### config.mk
export PLATFORM = sky130hd
export DESIGN_NAME = bmsq_sequencer
export DESIGN_NICKNAME = d
export VERILOG_FILES = /design/src/logic/bmsq_pkg.sv /design/src/logic/bmsq_phase.sv /design/src/logic/bmsq_timeout.sv /design/src/logic/bmsq_sequencer.sv
export SDC_FILE = /design/constraint.sdc
export NUM_CORES = 1
export LEC_CHECK = 0
export BUFFER_PORTS_ARGS = -buffer_cell sky130_fd_sc_hd__buf_2
export CAP_MARGIN = 20
export CORE_ASPECT_RATIO = 1.5
export CORE_MARGIN = 10
export CORE_UTILIZATION = 46
export CTS_BUF_LIST = sky130_fd_sc_hd__clkbuf_4 sky130_fd_sc_hd__clkbuf_8
export DETAILED_ROUTE_END_ITERATION = 6
export PLACE_DENSITY = 0.81
export SYNTH_ARGS = -nofsm -noshare
export SYNTH_HDL_FRONTEND = slang
export SYNTH_HIERARCHICAL = 1
export SYNTH_SLANG_ARGS = --single-unit
### constraint.sdc
create_clock -name clk_sys_i -period 2.8 [get_ports clk_sys_i]
set_input_delay 0.56 -clock clk_sys_i [delete_from_list [all_inputs] [get_ports clk_sys_i]]
set_output_delay 0.56 -clock clk_sys_i [all_outputs]
set_load 0.05 [all_outputs]
### src/logic/bmsq_pkg.sv
// bmsq_pkg: shared constants, states and bus carriers of the master sequencer
// assumes a single 40 MHz system clock; bus lines are wired-low outside
package bmsq_pkg;

  // ****************************************************************
  // timing
  // ****************************************************************
  localparam int SYS_PERIOD_NS  = 25;
  // bus clock period, plain default
  localparam int BUS_PERIOD_NS  = 100;
  localparam int BUS_HALF_CYC   = (BUS_PERIOD_NS / 2 + SYS_PERIOD_NS - 1) / SYS_PERIOD_NS;
  localparam int ARB_SETTLE_CYC = 2;
  localparam int TIMEOUT_STATES = 16;

  // ****************************************************************
  // transfer mode codes
  // ****************************************************************
  localparam logic [1:0] TM_ATTN_NULL  = 2'h3;
  localparam logic [1:0] TM_ATTN_LOCK  = 2'h2;
  localparam logic [1:0] SLV_STATUS_OK = 2'h3;
  localparam int         TM_DIR_BIT    = 1;
  localparam logic [3:0] ARB_ID_RST    = 4'h0;

  typedef enum logic [3:0] {
    S_IDLE, S_ARB, S_FROZEN, S_START, S_DATA, S_CHECK, S_HOLD, S_PARK, S_ATTN
  } bmsq_state_t;

  typedef struct packed {
    logic        rqst;
    logic        start;
    logic        ack;
    logic [1:0]  tm;
    logic [3:0]  arb;
    logic [31:0] ad;
  } bmsq_bus_in_t;

  typedef struct packed {
    logic        rqst_o;
    logic        rqst_oe;
    logic        start_o;
    logic        start_oe;
    logic        ack_o;
    logic        ack_oe;
    logic [1:0]  tm_o;
    logic        tm_oe;
    logic [3:0]  arb_o;
    logic [3:0]  arb_oe;
    logic [31:0] ad_o;
    logic        ad_oe;
  } bmsq_bus_out_t;

endpackage

### src/logic/bmsq_phase.sv
// bmsq_phase: derives bus clock and its driving and sample enables
// assumes the system clock is the only clock
`timescale 1ns/1ps
module bmsq_phase #(
  parameter int HALF_CYC = bmsq_pkg::BUS_HALF_CYC
) (
  input  wire logic clk_sys_i,
  input  wire logic sys_rst_i,
  output logic      bus_clk_o,
  output logic      drive_en_o,
  output logic      sample_en_o
);
  import bmsq_pkg::*;

  if (HALF_CYC < 1 || HALF_CYC > 256) $error("bmsq_phase: HALF_CYC out of range");

  logic [7:0] cnt_reg;
  logic       phase_reg;
  logic       wrap;

  assign wrap        = (cnt_reg == 8'(HALF_CYC - 1));
  // rising bus edge drives, falling bus edge samples
  assign drive_en_o  = wrap && !phase_reg;
  assign sample_en_o = wrap && phase_reg;
  assign bus_clk_o   = phase_reg;

  always_ff @(posedge clk_sys_i)
  begin
    if (sys_rst_i)
    begin
      cnt_reg   <= 8'h00;
      phase_reg <= 1'b0;
    end
    else if (wrap)
    begin
      cnt_reg   <= 8'h00;
      phase_reg <= !phase_reg;
    end
    else
      cnt_reg <= cnt_reg + 8'h01;
  end
endmodule

### src/logic/bmsq_timeout.sv
// bmsq_timeout: frozen-state timer counting bus sample edges
// assumes sample_en_i is a one-cycle pulse per bus clock
`timescale 1ns/1ps
module bmsq_timeout #(
  parameter int STATES = bmsq_pkg::TIMEOUT_STATES
) (
  input  wire logic clk_sys_i,
  input  wire logic sys_rst_i,
  input  wire logic sample_en_i,
  input  wire logic run_i,
  output logic      done_o
);
  import bmsq_pkg::*;

  if (STATES < 2 || STATES > 255) $error("bmsq_timeout: STATES out of range");

  logic [7:0] cnt_reg;

  assign done_o = (cnt_reg == 8'(STATES));

  always_ff @(posedge clk_sys_i)
  begin
    if (sys_rst_i || !run_i)
      cnt_reg <= 8'h00;
    else if (sample_en_i && !done_o)
      cnt_reg <= cnt_reg + 8'h01;
  end
endmodule

### src/logic/bmsq_sequencer.sv
// bmsq_sequencer: master sequencing and slave handshake of a backplane interface
// assumes local inputs synchronous to clk_sys_i; bus pins resolved outside
`timescale 1ns/1ps

// Summary of operation
// - request low starts arbitration, RQST driven
// - first sample after request latches transfer code
// - winner waits until all requesters served
// - mastership flag high from win until lost
// - ready low after win: start next drive
// - write data follows start, then await ACK
// - slave ACK raises master done flag
// - park as master until another arbitrates
// - no hold: automatic next start, same code
// - request or ready high blocks auto start
// - hold low after ACK blocks auto start
// - lock requested: Attention Lock after winning
// - RQST held low during locked sequence
// - lock released: Attention Null, then park
// - ready high at win freezes, arbitration held
// - slave request, grant enables, ack answers
// - 16 frozen states force Attention Null
// - withdrawn request during arbitration: Attention Null
// - status latched at ACK, held till next
module bmsq_sequencer #(
  parameter logic [3:0] ARB_ID         = bmsq_pkg::ARB_ID_RST,
  parameter int         TIMEOUT_STATES = bmsq_pkg::TIMEOUT_STATES,
  parameter int         ARB_SETTLE     = bmsq_pkg::ARB_SETTLE_CYC
) (
  input  wire logic                   clk_sys_i,
  input  wire logic                   sys_rst_i,
  input  wire logic                   local_bus_request_n_i,
  input  wire logic                   master_ready_n_i,
  input  wire logic                   master_hold_n_i,
  input  wire logic                   lock_request_n_i,
  input  wire logic [1:0]             local_transfer_code_i,
  input  wire logic [31:0]            master_addr_i,
  input  wire logic [31:0]            master_wdata_i,
  output logic                        mastership_flag_o,
  output logic                        master_done_flag_o,
  output logic [31:0]                 master_rdata_o,
  output logic [1:0]                  master_status_o,
  input  wire logic                   slave_id_match_i,
  input  wire logic                   slave_grant_n_i,
  input  wire logic                   local_ack_n_i,
  input  wire logic [31:0]            slave_rdata_i,
  output logic                        slave_access_request_n_o,
  output logic                        slave_bus_en_o,
  output logic [31:0]                 slave_addr_o,
  output logic [31:0]                 slave_wdata_o,
  output logic [1:0]                  slave_tm_o,
  input  wire bmsq_pkg::bmsq_bus_in_t bus_i,
  output bmsq_pkg::bmsq_bus_out_t     bus_o,
  output logic                        bus_clk_o
);
  import bmsq_pkg::*;

  if (ARB_SETTLE < 1 || ARB_SETTLE > 15) $error("bmsq_sequencer: ARB_SETTLE out of range");

  // ****************************************************************
  // helpers
  // ****************************************************************
  // arbitration contest: drop lower id bits once a higher one is lost
  function automatic logic [3:0] arb_drive(input logic [3:0] id, input logic [3:0] seen);
    logic [3:0] r;
    logic       blk;
    r   = 4'h0;
    blk = 1'b0;
    for (int i = 3; i >= 0; i--)
    begin
      r[i] = id[i] && !blk;
      if (seen[i] && !id[i])
        blk = 1'b1;
    end
    return r;
  endfunction

  // first master action after gaining the bus
  function automatic bmsq_state_t pick(input logic abort, input logic lock, input logic rdy_n);
    if (abort || lock)
      return S_ATTN;
    else if (rdy_n)
      return S_FROZEN;
    else
      return S_START;
  endfunction

  // ****************************************************************
  // declarations
  // ****************************************************************
  bmsq_state_t   st_reg;
  bmsq_bus_out_t bus_reg;
  logic          drive_en;
  logic          sample_en;
  logic          tmo_done;
  logic          mstr_reg;
  logic          done_reg;
  logic          fair_reg;
  logic          abort_reg;
  logic          drop_reg;
  logic          attn_lock_reg;
  logic          lock_mode_reg;
  logic          busy_reg;
  logic [3:0]    arb_cnt_reg;
  logic          req_seen_reg;
  logic          lock_req_reg;
  logic [1:0]    code_reg;
  logic [31:0]   rdata_reg;
  logic [1:0]    status_reg;
  logic          s_act_reg;
  logic          s_pend_reg;
  logic          s_acked_reg;
  logic          s_ack_reg;
  logic          s_en_reg;
  logic [31:0]   s_addr_reg;
  logic [31:0]   s_data_reg;
  logic [1:0]    s_tm_reg;
  logic          req_n;
  logic          lock_now;
  logic          won;
  logic          is_write;

  assign req_n    = local_bus_request_n_i;
  // lock level as seen at the edge that takes the request
  assign lock_now = req_seen_reg ? lock_req_reg : !lock_request_n_i;
  assign won      = (arb_cnt_reg >= 4'(ARB_SETTLE - 1)) && !busy_reg && (~bus_i.arb == ARB_ID);
  assign is_write = !code_reg[TM_DIR_BIT];

  bmsq_phase u_phase (
    .clk_sys_i   (clk_sys_i),
    .sys_rst_i   (sys_rst_i),
    .bus_clk_o   (bus_clk_o),
    .drive_en_o  (drive_en),
    .sample_en_o (sample_en)
  );

  bmsq_timeout #(
    .STATES (TIMEOUT_STATES)
  ) u_timeout (
    .clk_sys_i   (clk_sys_i),
    .sys_rst_i   (sys_rst_i),
    .sample_en_i (sample_en),
    .run_i       (st_reg == S_FROZEN && !req_n && master_ready_n_i),
    .done_o      (tmo_done)
  );

  // ****************************************************************
  // request sampling
  // ****************************************************************
  always_ff @(posedge clk_sys_i)
  begin
    if (sys_rst_i)
    begin
      req_seen_reg <= 1'b0;
      lock_req_reg <= 1'b0;
      code_reg     <= 2'h0;
    end
    else if (sample_en)
    begin
      req_seen_reg <= !req_n;
      // code taken at first sample of a request
      // a release seen at one sample edge lets a new code in
      if (!req_n && !req_seen_reg)
      begin
        code_reg     <= local_transfer_code_i;
        lock_req_reg <= !lock_request_n_i;
      end
    end
  end

  // ****************************************************************
  // bus occupancy and fairness
  // ****************************************************************
  always_ff @(posedge clk_sys_i)
  begin
    if (sys_rst_i)
    begin
      busy_reg <= 1'b0;
      fair_reg <= 1'b0;
    end
    else if (sample_en)
    begin
      if (!bus_i.ack)
        busy_reg <= 1'b0;
      else if (!bus_i.start && !mstr_reg)
        busy_reg <= 1'b1;
      // no new contest until the request line is seen free
      if (st_reg == S_ARB && won)
        fair_reg <= 1'b1;
      else if (bus_i.rqst && !bus_reg.rqst_oe)
        fair_reg <= 1'b0;
    end
  end

  // ****************************************************************
  // master state machine
  // ****************************************************************
  always_ff @(posedge clk_sys_i)
  begin
    if (sys_rst_i)
    begin
      st_reg        <= S_IDLE;
      mstr_reg      <= 1'b0;
      done_reg      <= 1'b0;
      abort_reg     <= 1'b0;
      drop_reg      <= 1'b0;
      attn_lock_reg <= 1'b0;
      lock_mode_reg <= 1'b0;
      arb_cnt_reg   <= 4'h0;
      rdata_reg     <= 32'h0;
      status_reg    <= 2'h0;
    end
    else if (sample_en)
    begin
      case (st_reg)
        S_IDLE:
        begin
          arb_cnt_reg <= 4'h0;
          abort_reg   <= 1'b0;
          if (!req_n && !fair_reg)
            st_reg <= S_ARB;
        end
        S_ARB:
        begin
          if (arb_cnt_reg != 4'hf)
            arb_cnt_reg <= arb_cnt_reg + 4'h1;
          if (req_n)
            abort_reg <= 1'b1;
          if (won)
          begin
            // mastership flag raised on the win
            mstr_reg      <= 1'b1;
            // not ready freezes with arbitration held
            st_reg        <= pick(abort_reg || req_n, lock_req_reg, master_ready_n_i);
            attn_lock_reg <= !(abort_reg || req_n) && lock_req_reg;
            lock_mode_reg <= !(abort_reg || req_n) && lock_req_reg;
            drop_reg      <= abort_reg || req_n;
          end
        end
        S_FROZEN:
        begin
          // timeout or withdrawal ends with a null cycle
          if (tmo_done || req_n)
          begin
            st_reg        <= S_ATTN;
            attn_lock_reg <= 1'b0;
            lock_mode_reg <= 1'b0;
            drop_reg      <= 1'b1;
          end
          else if (!master_ready_n_i)
            st_reg <= S_START;
        end
        S_START:
          st_reg <= S_DATA;
        S_DATA:
          // status kept until the next acknowledge
          if (!bus_i.ack)
          begin
            done_reg   <= 1'b1;
            status_reg <= bus_i.tm;
            if (!is_write)
              rdata_reg <= bus_i.ad;
            st_reg <= S_CHECK;
          end
        S_CHECK:
          // back-to-back start with the held code
          // request or ready released stops it
          if (!req_n && !master_ready_n_i && master_hold_n_i && (lock_mode_reg || bus_i.rqst))
          begin
            done_reg <= 1'b0;
            st_reg   <= S_START;
          end
          // released request with hold off returns straight to park
          else if (req_n && master_hold_n_i)
          begin
            done_reg <= 1'b0;
            st_reg   <= S_PARK;
          end
          else
            st_reg <= S_HOLD;
        S_HOLD:
          if (req_n && master_hold_n_i)
          begin
            done_reg <= 1'b0;
            st_reg   <= S_PARK;
          end
        S_PARK:
          if (lock_mode_reg && lock_request_n_i)
          begin
            st_reg        <= S_ATTN;
            attn_lock_reg <= 1'b0;
            lock_mode_reg <= 1'b0;
            drop_reg      <= 1'b0;
          end
          // park ends when another master contends
          else if (!lock_mode_reg && !bus_i.rqst)
          begin
            mstr_reg <= 1'b0;
            st_reg   <= S_IDLE;
          end
          else if (!req_n)
          begin
            st_reg        <= pick(1'b0, lock_now && !lock_mode_reg, master_ready_n_i);
            attn_lock_reg <= lock_now && !lock_mode_reg;
            lock_mode_reg <= lock_mode_reg || lock_now;
            drop_reg      <= 1'b0;
          end
        S_ATTN:
          if (drop_reg)
          begin
            mstr_reg <= 1'b0;
            st_reg   <= S_IDLE;
          end
          else
            st_reg <= S_PARK;
        default:
          st_reg <= S_IDLE;
      endcase
    end
  end

  // ****************************************************************
  // slave handshake
  // ****************************************************************
  always_ff @(posedge clk_sys_i)
  begin
    if (sys_rst_i)
    begin
      s_act_reg   <= 1'b0;
      s_pend_reg  <= 1'b0;
      s_acked_reg <= 1'b0;
      s_ack_reg   <= 1'b0;
      s_en_reg    <= 1'b0;
      s_addr_reg  <= 32'h0;
      s_data_reg  <= 32'h0;
      s_tm_reg    <= 2'h0;
    end
    else
    begin
      if (sample_en)
      begin
        if (!s_act_reg)
        begin
          if (!bus_i.start && bus_i.ack && slave_id_match_i && !mstr_reg)
          begin
            s_act_reg  <= 1'b1;
            s_addr_reg <= bus_i.ad;
            s_tm_reg   <= bus_i.tm;
          end
        end
        else
        begin
          // grant gates the local path, ack answers
          s_en_reg <= !slave_grant_n_i;
          if (!s_acked_reg && !s_pend_reg)
            s_data_reg <= bus_i.ad;
          if (!local_ack_n_i && !s_acked_reg)
            s_pend_reg <= 1'b1;
          if (s_acked_reg && slave_grant_n_i)
          begin
            s_act_reg   <= 1'b0;
            s_acked_reg <= 1'b0;
          end
        end
      end
      if (drive_en)
      begin
        s_ack_reg <= s_pend_reg;
        if (s_pend_reg)
        begin
          s_pend_reg  <= 1'b0;
          s_acked_reg <= 1'b1;
        end
      end
    end
  end

  // ****************************************************************
  // bus drivers, updated on the driving edge only
  // ****************************************************************
  // outputs move on drive edges, inputs taken on sample edges
  always_ff @(posedge clk_sys_i)
  begin
    if (sys_rst_i)
      bus_reg <= '0;
    else if (drive_en)
    begin
      bus_reg <= '0;
      // lock keeps the request line low
      bus_reg.rqst_oe <= (st_reg == S_ARB) || (st_reg == S_FROZEN) || (lock_mode_reg && mstr_reg);
      if (st_reg == S_ARB || st_reg == S_FROZEN)
        bus_reg.arb_oe <= arb_drive(ARB_ID, ~bus_i.arb);
      bus_reg.start_oe <= (st_reg == S_START) || (st_reg == S_ATTN);
      bus_reg.ack_oe   <= (st_reg == S_ATTN) || s_pend_reg;
      if (st_reg == S_START)
      begin
        bus_reg.tm_o  <= code_reg;
        bus_reg.tm_oe <= 1'b1;
        bus_reg.ad_o  <= master_addr_i;
        bus_reg.ad_oe <= 1'b1;
      end
      else if (st_reg == S_ATTN)
      begin
        bus_reg.tm_o  <= attn_lock_reg ? TM_ATTN_LOCK : TM_ATTN_NULL;
        bus_reg.tm_oe <= 1'b1;
      end
      // write data once the start cycle ends
      else if (st_reg == S_DATA && is_write)
      begin
        bus_reg.ad_o  <= master_wdata_i;
        bus_reg.ad_oe <= 1'b1;
      end
      else if (s_pend_reg)
      begin
        bus_reg.tm_o  <= SLV_STATUS_OK;
        bus_reg.tm_oe <= 1'b1;
        bus_reg.ad_o  <= slave_rdata_i;
        bus_reg.ad_oe <= s_tm_reg[TM_DIR_BIT];
      end
    end
  end

  assign bus_o                    = bus_reg;
  assign mastership_flag_o        = mstr_reg;
  assign master_done_flag_o       = done_reg;
  assign master_rdata_o           = rdata_reg;
  assign master_status_o          = status_reg;
  assign slave_access_request_n_o = !s_act_reg;
  assign slave_bus_en_o           = s_en_reg;
  assign slave_addr_o             = s_addr_reg;
  assign slave_wdata_o            = s_data_reg;
  assign slave_tm_o               = s_tm_reg;

  // ****************************************************************
  // checks
  // ****************************************************************
  AST_ARB_RQST: assert property (@(posedge clk_sys_i) disable iff (sys_rst_i)
    drive_en && st_reg == S_ARB |=> bus_o.rqst_oe)
    else $error("request line not driven while contending");
  AST_MSTR_HELD: assert property (@(posedge clk_sys_i) disable iff (sys_rst_i)
    st_reg inside {S_START, S_DATA, S_CHECK, S_HOLD, S_PARK} |-> mastership_flag_o)
    else $error("mastership flag low during own tenure");
  AST_START_DRIVEN: assert property (@(posedge clk_sys_i) disable iff (sys_rst_i)
    sample_en && st_reg == S_START |-> bus_o.start_oe && bus_o.ad_oe && !bus_o.ack_oe)
    else $error("start cycle missing at its sample edge");
  AST_DONE_ON_ACK: assert property (@(posedge clk_sys_i) disable iff (sys_rst_i)
    sample_en && st_reg == S_DATA && !bus_i.ack |=> master_done_flag_o ##1 st_reg == S_CHECK)
    else $error("done flag not raised on acknowledge");
  AST_NO_AUTO_REQ: assert property (@(posedge clk_sys_i) disable iff (sys_rst_i)
    sample_en && st_reg == S_CHECK && (req_n || master_ready_n_i) |=> st_reg inside {S_HOLD, S_PARK})
    else $error("automatic start despite released request");
  AST_NO_AUTO_HOLD: assert property (@(posedge clk_sys_i) disable iff (sys_rst_i)
    sample_en && st_reg == S_CHECK && !master_hold_n_i |=> st_reg != S_START)
    else $error("automatic start despite hold");
  AST_LOCK_RQST: assert property (@(posedge clk_sys_i) disable iff (sys_rst_i)
    lock_mode_reg && mstr_reg && $past(drive_en) && $past(lock_mode_reg) |-> bus_o.rqst_oe)
    else $error("request line released inside locked sequence");
  AST_TIMEOUT_NULL: assert property (@(posedge clk_sys_i) disable iff (sys_rst_i)
    sample_en && st_reg == S_FROZEN && tmo_done |=> st_reg == S_ATTN && !attn_lock_reg)
    else $error("timeout did not force a null cycle");
  AST_SLV_ACK: assert property (@(posedge clk_sys_i) disable iff (sys_rst_i)
    drive_en && s_pend_reg |=> bus_o.ack_oe && bus_o.tm_o == SLV_STATUS_OK)
    else $error("slave acknowledge not issued on drive edge");
  AST_DRIVE_EDGE: assert property (@(posedge clk_sys_i) disable iff (sys_rst_i)
    $changed(bus_o.start_oe) |-> $past(drive_en))
    else $error("start line moved off a driving edge");
endmodule

# Word-level counts from Yosys, hierarchy flattened
# Index checks and enable logic that the tools add are counted.
[word_totals] regBits=180 latchBits=0 mem_bits_rw=0 rom_bits=0 in_bits=148 mem_count=0
[classes] add_sub_neg=3 n_mul=0 div_mod_pow=0 magnitude_cmp=1 n_eq_ne=26 n_shift=0 mux=72 n_bitwise=3 reduce_logical=81
[op_table] op="2-to-1 mux 33 bit" count=4
[op_table] op="2-to-1 mux 4 bit" count=12
[op_table] op="2-to-1 mux 1 bit" count=42
[op_table] op="case mux 4 bit (9 select lines)" count=1
[op_table] op="logical AND 1 bit" count=28
[op_table] op="logical NOT 1 bit" count=21
[op_table] op="!= test 2 bit (second input constant)" count=10
[op_table] op="2-to-1 mux 3 bit" count=6
[op_table] op="AND reduction 3 bit" count=6
[op_table] op="adder 8 x 1 -> 8 bit (second input constant)" count=2
[op_table] op="== test 4 x 3 -> 1 bit (second input constant)" count=4
[op_table] op="case mux 1 bit (3 select lines)" count=5
[op_table] op="AND reduction 6 bit" count=2
[op_table] op="logical OR 1 bit" count=10
[op_table] op="!= test 3 bit (second input constant)" count=3
[op_table] op="nonzero test 3 bit" count=3
[op_table] op="== test 4 x 2 -> 1 bit (second input constant)" count=2
[op_table] op="== test 8 x 1 -> 1 bit (second input constant)" count=1
[op_table] op="== test 8 x 5 -> 1 bit (second input constant)" count=1
[op_table] op="logical NOT 4 bit" count=2
[op_table] op="!= test 4 bit (second input constant)" count=2
[op_table] op="case mux 4 bit (2 select lines)" count=1
[op_table] op="AND reduction 2 bit" count=4
[op_table] op="AND reduction 7 bit" count=1
[op_table] op="other kinds (11)" count=13

# Logic depth before layout (Yosys ltp)
[logic_depth] ltp_word=8 ltp_mapped=11

# Modules after synthesis
# Netlist, hierarchy kept.
[by_module_without_submodules] module="bmsq_sequencer" n_inst=1 cells_each=972 area_each_um2=7258.2 seq_area_each_um2=3263.1
[by_module_without_submodules] module="bmsq_timeout" n_inst=1 cells_each=49 area_each_um2=415.4 seq_area_each_um2=160.2
[by_module_without_submodules] module="bmsq_phase" n_inst=1 cells_each=45 area_each_um2=395.4 seq_area_each_um2=180.2

# Least setup slack after synthesis
# No wires, ideal clock.
[synth_path] path_type="register -> register" start="register u_phase.cnt_reg[0]" end="register s_addr_reg[14] (netlist: slave_addr_o[14])" setup_ps=70 arrival_ps=2824 required_ps=2730 path_slack_ps=-94 stages_incl_launch_ff=11 period_less_slack_ps=2894 cell_sequence="dfxtp_1 -> ha_1 -> or4b_4 -> nor3_1 -> buf_2 -> nor3b_1 -> and4_1 -> clkbuf_1 -> clkbuf_1 -> nand2_1 -> a21oi_1"
[synth_via] elab_chain_cells=3
[synth_lines] item="start: declaration" line_no="bmsq_phase.sv:17" text="logic [7:0] cnt_reg;"
[synth_lines] item="start signal: assignment" line_no="bmsq_phase.sv:40" text="cnt_reg <= cnt_reg + 8'h01;"
[synth_lines] item="== test 8 x 1 -> 1 bit" line_no="bmsq_phase.sv:21" text="assign wrap = (cnt_reg == 8'(HALF_CYC - 1));"
[synth_lines] item="logical AND 1 bit" line_no="bmsq_phase.sv:24" text="assign sample_en_o = wrap && phase_reg;"
[synth_lines] item="net sample_en" line_no="bmsq_sequencer.sv:94" text="logic sample_en;"
[synth_lines] item="AND reduction 3 bit (no line)"
[synth_lines] item="end signal: assignment" line_no="bmsq_sequencer.sv:347" text="s_addr_reg <= bus_i.ad;"
[synth_lines] item="end: declaration" line_no="bmsq_sequencer.sv:115" text="logic [31:0] s_addr_reg;"
# The timed path passes the listed nets, and every way through them passes these cells.
# A chain may end at the register's enable or synchronous reset.

# Worst setup path in the final report
[layout_path] start="register u_phase.cnt_reg[1]" end="register st_reg[0]"
[layout_via] elab_chain_cells=3
[layout_lines] item="== test 8 x 1 -> 1 bit" line_no="bmsq_phase.sv:21"
[layout_lines] item="logical AND 1 bit" line_no="bmsq_phase.sv:24"
[layout_lines] item="net sample_en" line_no="bmsq_sequencer.sv:94"
[layout_lines] item="AND reduction 7 bit (no line)"
[layout_lines] item="end signal: assignment" line_no="bmsq_sequencer.sv:234" text="st_reg <= pick(abort_reg || req_n, lock_req_reg, master_ready_n_i);"
[layout_lines] item="end signal: assignment" line_no="bmsq_sequencer.sv:303" text="st_reg <= pick(1'b0, lock_now && !lock_mode_reg, master_ready_n_i);"
[layout_lines] item="end: declaration" line_no="bmsq_sequencer.sv:91" text="bmsq_state_t st_reg;"
# The timed path passes the listed nets, and every way through them passes these cells.

==> results.cfg <==
[synth]
synthTopCellsByArea = dfxtp_1, nand2_1, a21oi_1
ys_ff_latch = 180
synth_top_cell_by_area = dfxtp_1
yosys.area.top_type_share = 0.447
synth_edf_count = 0
synthCells = 1066
yosysSeqAreaShare = 0.447
yosysWarningCount = 6
synthDistinctLibCells = 68
syn_avg_cell_area_um2 = 7.57
async_reset_ff_frac = 0
synthFlopType = dfxtp_1
synth_area_um2 = 8070

[final_layout]
layout.cells.non_filler = 1555
area_growth_pct = 26.3
largest_register_ffs = 39
final_common_cell = buf_2
drive_above_1_share = 0.277
layout_common_cells = buf_2, nand2_1, a21oi_1
final_core_util = 0.590
final_nets = 1482
design_area_um2 = 10200

[critical_path]
critical_path_required_ns = 3.19
arrival_ns = 2.98
worstPathMaxFanout = 11
startpoint_type = flop
r2r_start = u_phase/cnt_reg[1]$_SDFF_PP0_
endpoint = st_reg[0]$_SDFFE_PP0P_
end_kind = flop
reg2reg_setup_slack_ns = 0.21
r2r_end = st_reg[0]$_SDFFE_PP0P_
worstSetupPathType = reg -> reg
r2r_cells = 9
startpoint = u_phase/cnt_reg[1]$_SDFF_PP0_

[routing]
routed_via_density = 5.43
drt_iter0_drc = 581
antenna_left = 0
route.detailed.drc = 0
dr_total_vias = 8440
wirelength_um = 27100
dr.pass1.iters = 5
wl_per_cell_um = 17.5

[clock_tree]
cts_tree = built
cts.sinks = 180
clk_pin_slew_ns = 0.10
cts_max_path_buffers = 2
cts_root_buffer = clkbuf_8
numCtsBuffers = 17
clk_latency_ns = 0.47
htreeDepth = 4

[pwr]
power_density_nw_per_um2 = 558
seq_power_share = 0.480
peakVddDrop_uv = 392
power_leakage_uw = 0.00415
power_switching_uw = 1920
internal_power_uw = 3760
clock_power_share = 0.325
switching_share = 0.338
p_comb_frac = 0.195

[sta]
worst_slew_pin_slew_ns = 0.610
setup_viol = 0
clock_skew_ns = 0.0228
hold_viol_final = 0
period_minus_slack_ns = 2.59
fin_tns_setup_ns = 0
slew_violations = 0
rsz0062_at_grt = no
max_freq_ghz = 0.386
period_share = 0.926
relSlewSlack = 0.590

[place]
dpl-instance-area_um2 = 9750
place_inst = 1521
place.gp.congestion = 0.967
numPortBuffers = 291
dp_hpwl_um = 20500

[floorplanning]
io-pin-count = 303
rows = 59
die_area_um2 = 23300
die_y_um = 182
start_util = 0.467
die_x_um = 128
fp.coreArea_um2 = 17300

[grt]
grt_max_degree = 99
grt_pass1_wl_um = 42500
antenna_found_initial = 3
overflow = 0
gr-usage-all-layers = 0.222
grt_pass1_vias = 8136

[worst_hold_path]
hold_depth = 2
hold_path_class = in -> reg

[outcome]
outcome = completed

[flow_run]
cap_violations = 0
[cell type report]
cell class                      count  area (µm²)
Multi-Input combinational cell    788        4040
Antenna cell                        3        7.51
Sequential cell                   180        3600
Timing Repair Buffer              321        1790
Fill cell                        1626        7080
Tap cell                          213         267
Inverter                           19        71.3
Clock buffer                       17         234
Clock inverter                     14         181
[timing repair]
action                                  in CTS  in global routing
endpoints found under the setup margin       0                 58
hold buffers                                 0                  0
resized for setup                            0                  4
hold endpoints to repair                     0                  0
setup buffers                                0                  0
[power groups by stage]
stage	combinational (µW)	sequential, µW	clock [µW]
6_report	1110	2730	1850
3_5_place_dp	1110	2780	0
2_1_floorplan	455	3100	0
3_3_place_gp	1100	2780	0
5_1_grt	1200	2740	1990
4_1_cts	1110	2720	1880
[how the worst min path moves through the flow]
stage,to,slack [ns],start
floorplan,fair_reg$_SDFFE_PP0P_,0.45,fair_reg$_SDFFE_PP0P_
global placement,master_rdata_o[2]$_SDFFE_PP0P_,0.44,master_rdata_o[2]$_SDFFE_PP0P_
detailed placement,slave_wdata_o[29]$_SDFFE_PP0P_,0.44,slave_wdata_o[29]$_SDFFE_PP0P_
CTS,lock_req_reg$_SDFFE_PP0P_,0.28,lock_request_n_i
global route,slave_addr_o[22]$_SDFFE_PP0P_,0.30,bus_i[22]
finish,lock_req_reg$_SDFFE_PP0P_,0.31,lock_request_n_i
[cell families after synthesis]
logic type | count (synthesis) | share of synthesized area
AO/OA/AOI/OAI | 279 | 0.201
XOR/XNOR | 7 | 0.00760
adder cells (fa/ha/maj) | 7 | 0.0109
buffers and inverters | 108 | 0.0605
flip-flops | 180 | 0.447
multiplexers | 6 | 0.00760
other | 1 | 0.000465
AND/OR/NAND/NOR | 478 | 0.266
[cells in the mapped netlist, drive strengths merged (2+ instances only)]
cell / instances
nand2: 289
a21oi: 186
dfxtp: 180
nor2: 67
clkbuf: 55
nand3: 46
buf: 34
o21a: 30
o21ai: 19
inv: 18
nor3: 12
nand4: 10
or3: 10
ha: 7
nor2b: 7
a311oi: 6
nor4b: 6
xor2: 6
a211oi: 5
mux2i: 5
o211ai: 5
and3: 4
nand2b: 4
nor3b: 4
nor4: 4
or4b: 4
a21o: 3
o31ai: 3
o41ai: 3
a22oi: 2
a31oi: 2
and4: 2
o2111ai: 2
o211a: 2
or4: 2
[layer usage]
| metal | part of all wire | vias to the layer above | wire (µm) | global-route usage |
|---|---|---|---|---|
| li1 | - | 4132 | - | - |
| met1 | 0.36 | 3947 | 9890 | 0.234 |
| met3 | 0.089 | 44 | 2410 | 0.0783 |
| met5 | 0 | - | 0 | 0 |
| met2 | 0.52 | 317 | 14100 | 0.394 |
| met4 | 0.028 | 0 | 753 | 0.0840 |
[stage by stage]
stage	worst slack [ns]	power, µW	hold WS [ns]
global route	0.00870	5930	0.303
detailed placement	0.186	3890	0.444
CTS	0.142	5720	0.277
finish	0.209	5680	0.312
floorplan	0.0604	3550	0.450
global placement	0.252	3870	0.438
[worst max-delay path: stages (launching register included)]
cell and delay (ns):
dfxtp_1 0.36, inv_1 0.07, ha_1 0.14, or4b_4 0.48, nor3_2 0.20, buf_6 0.17, o21ai_1 0.12, or3_1 0.38
or4_1 0.50, o21ai_1 0.12
Power figures use the tool's default switching activity.
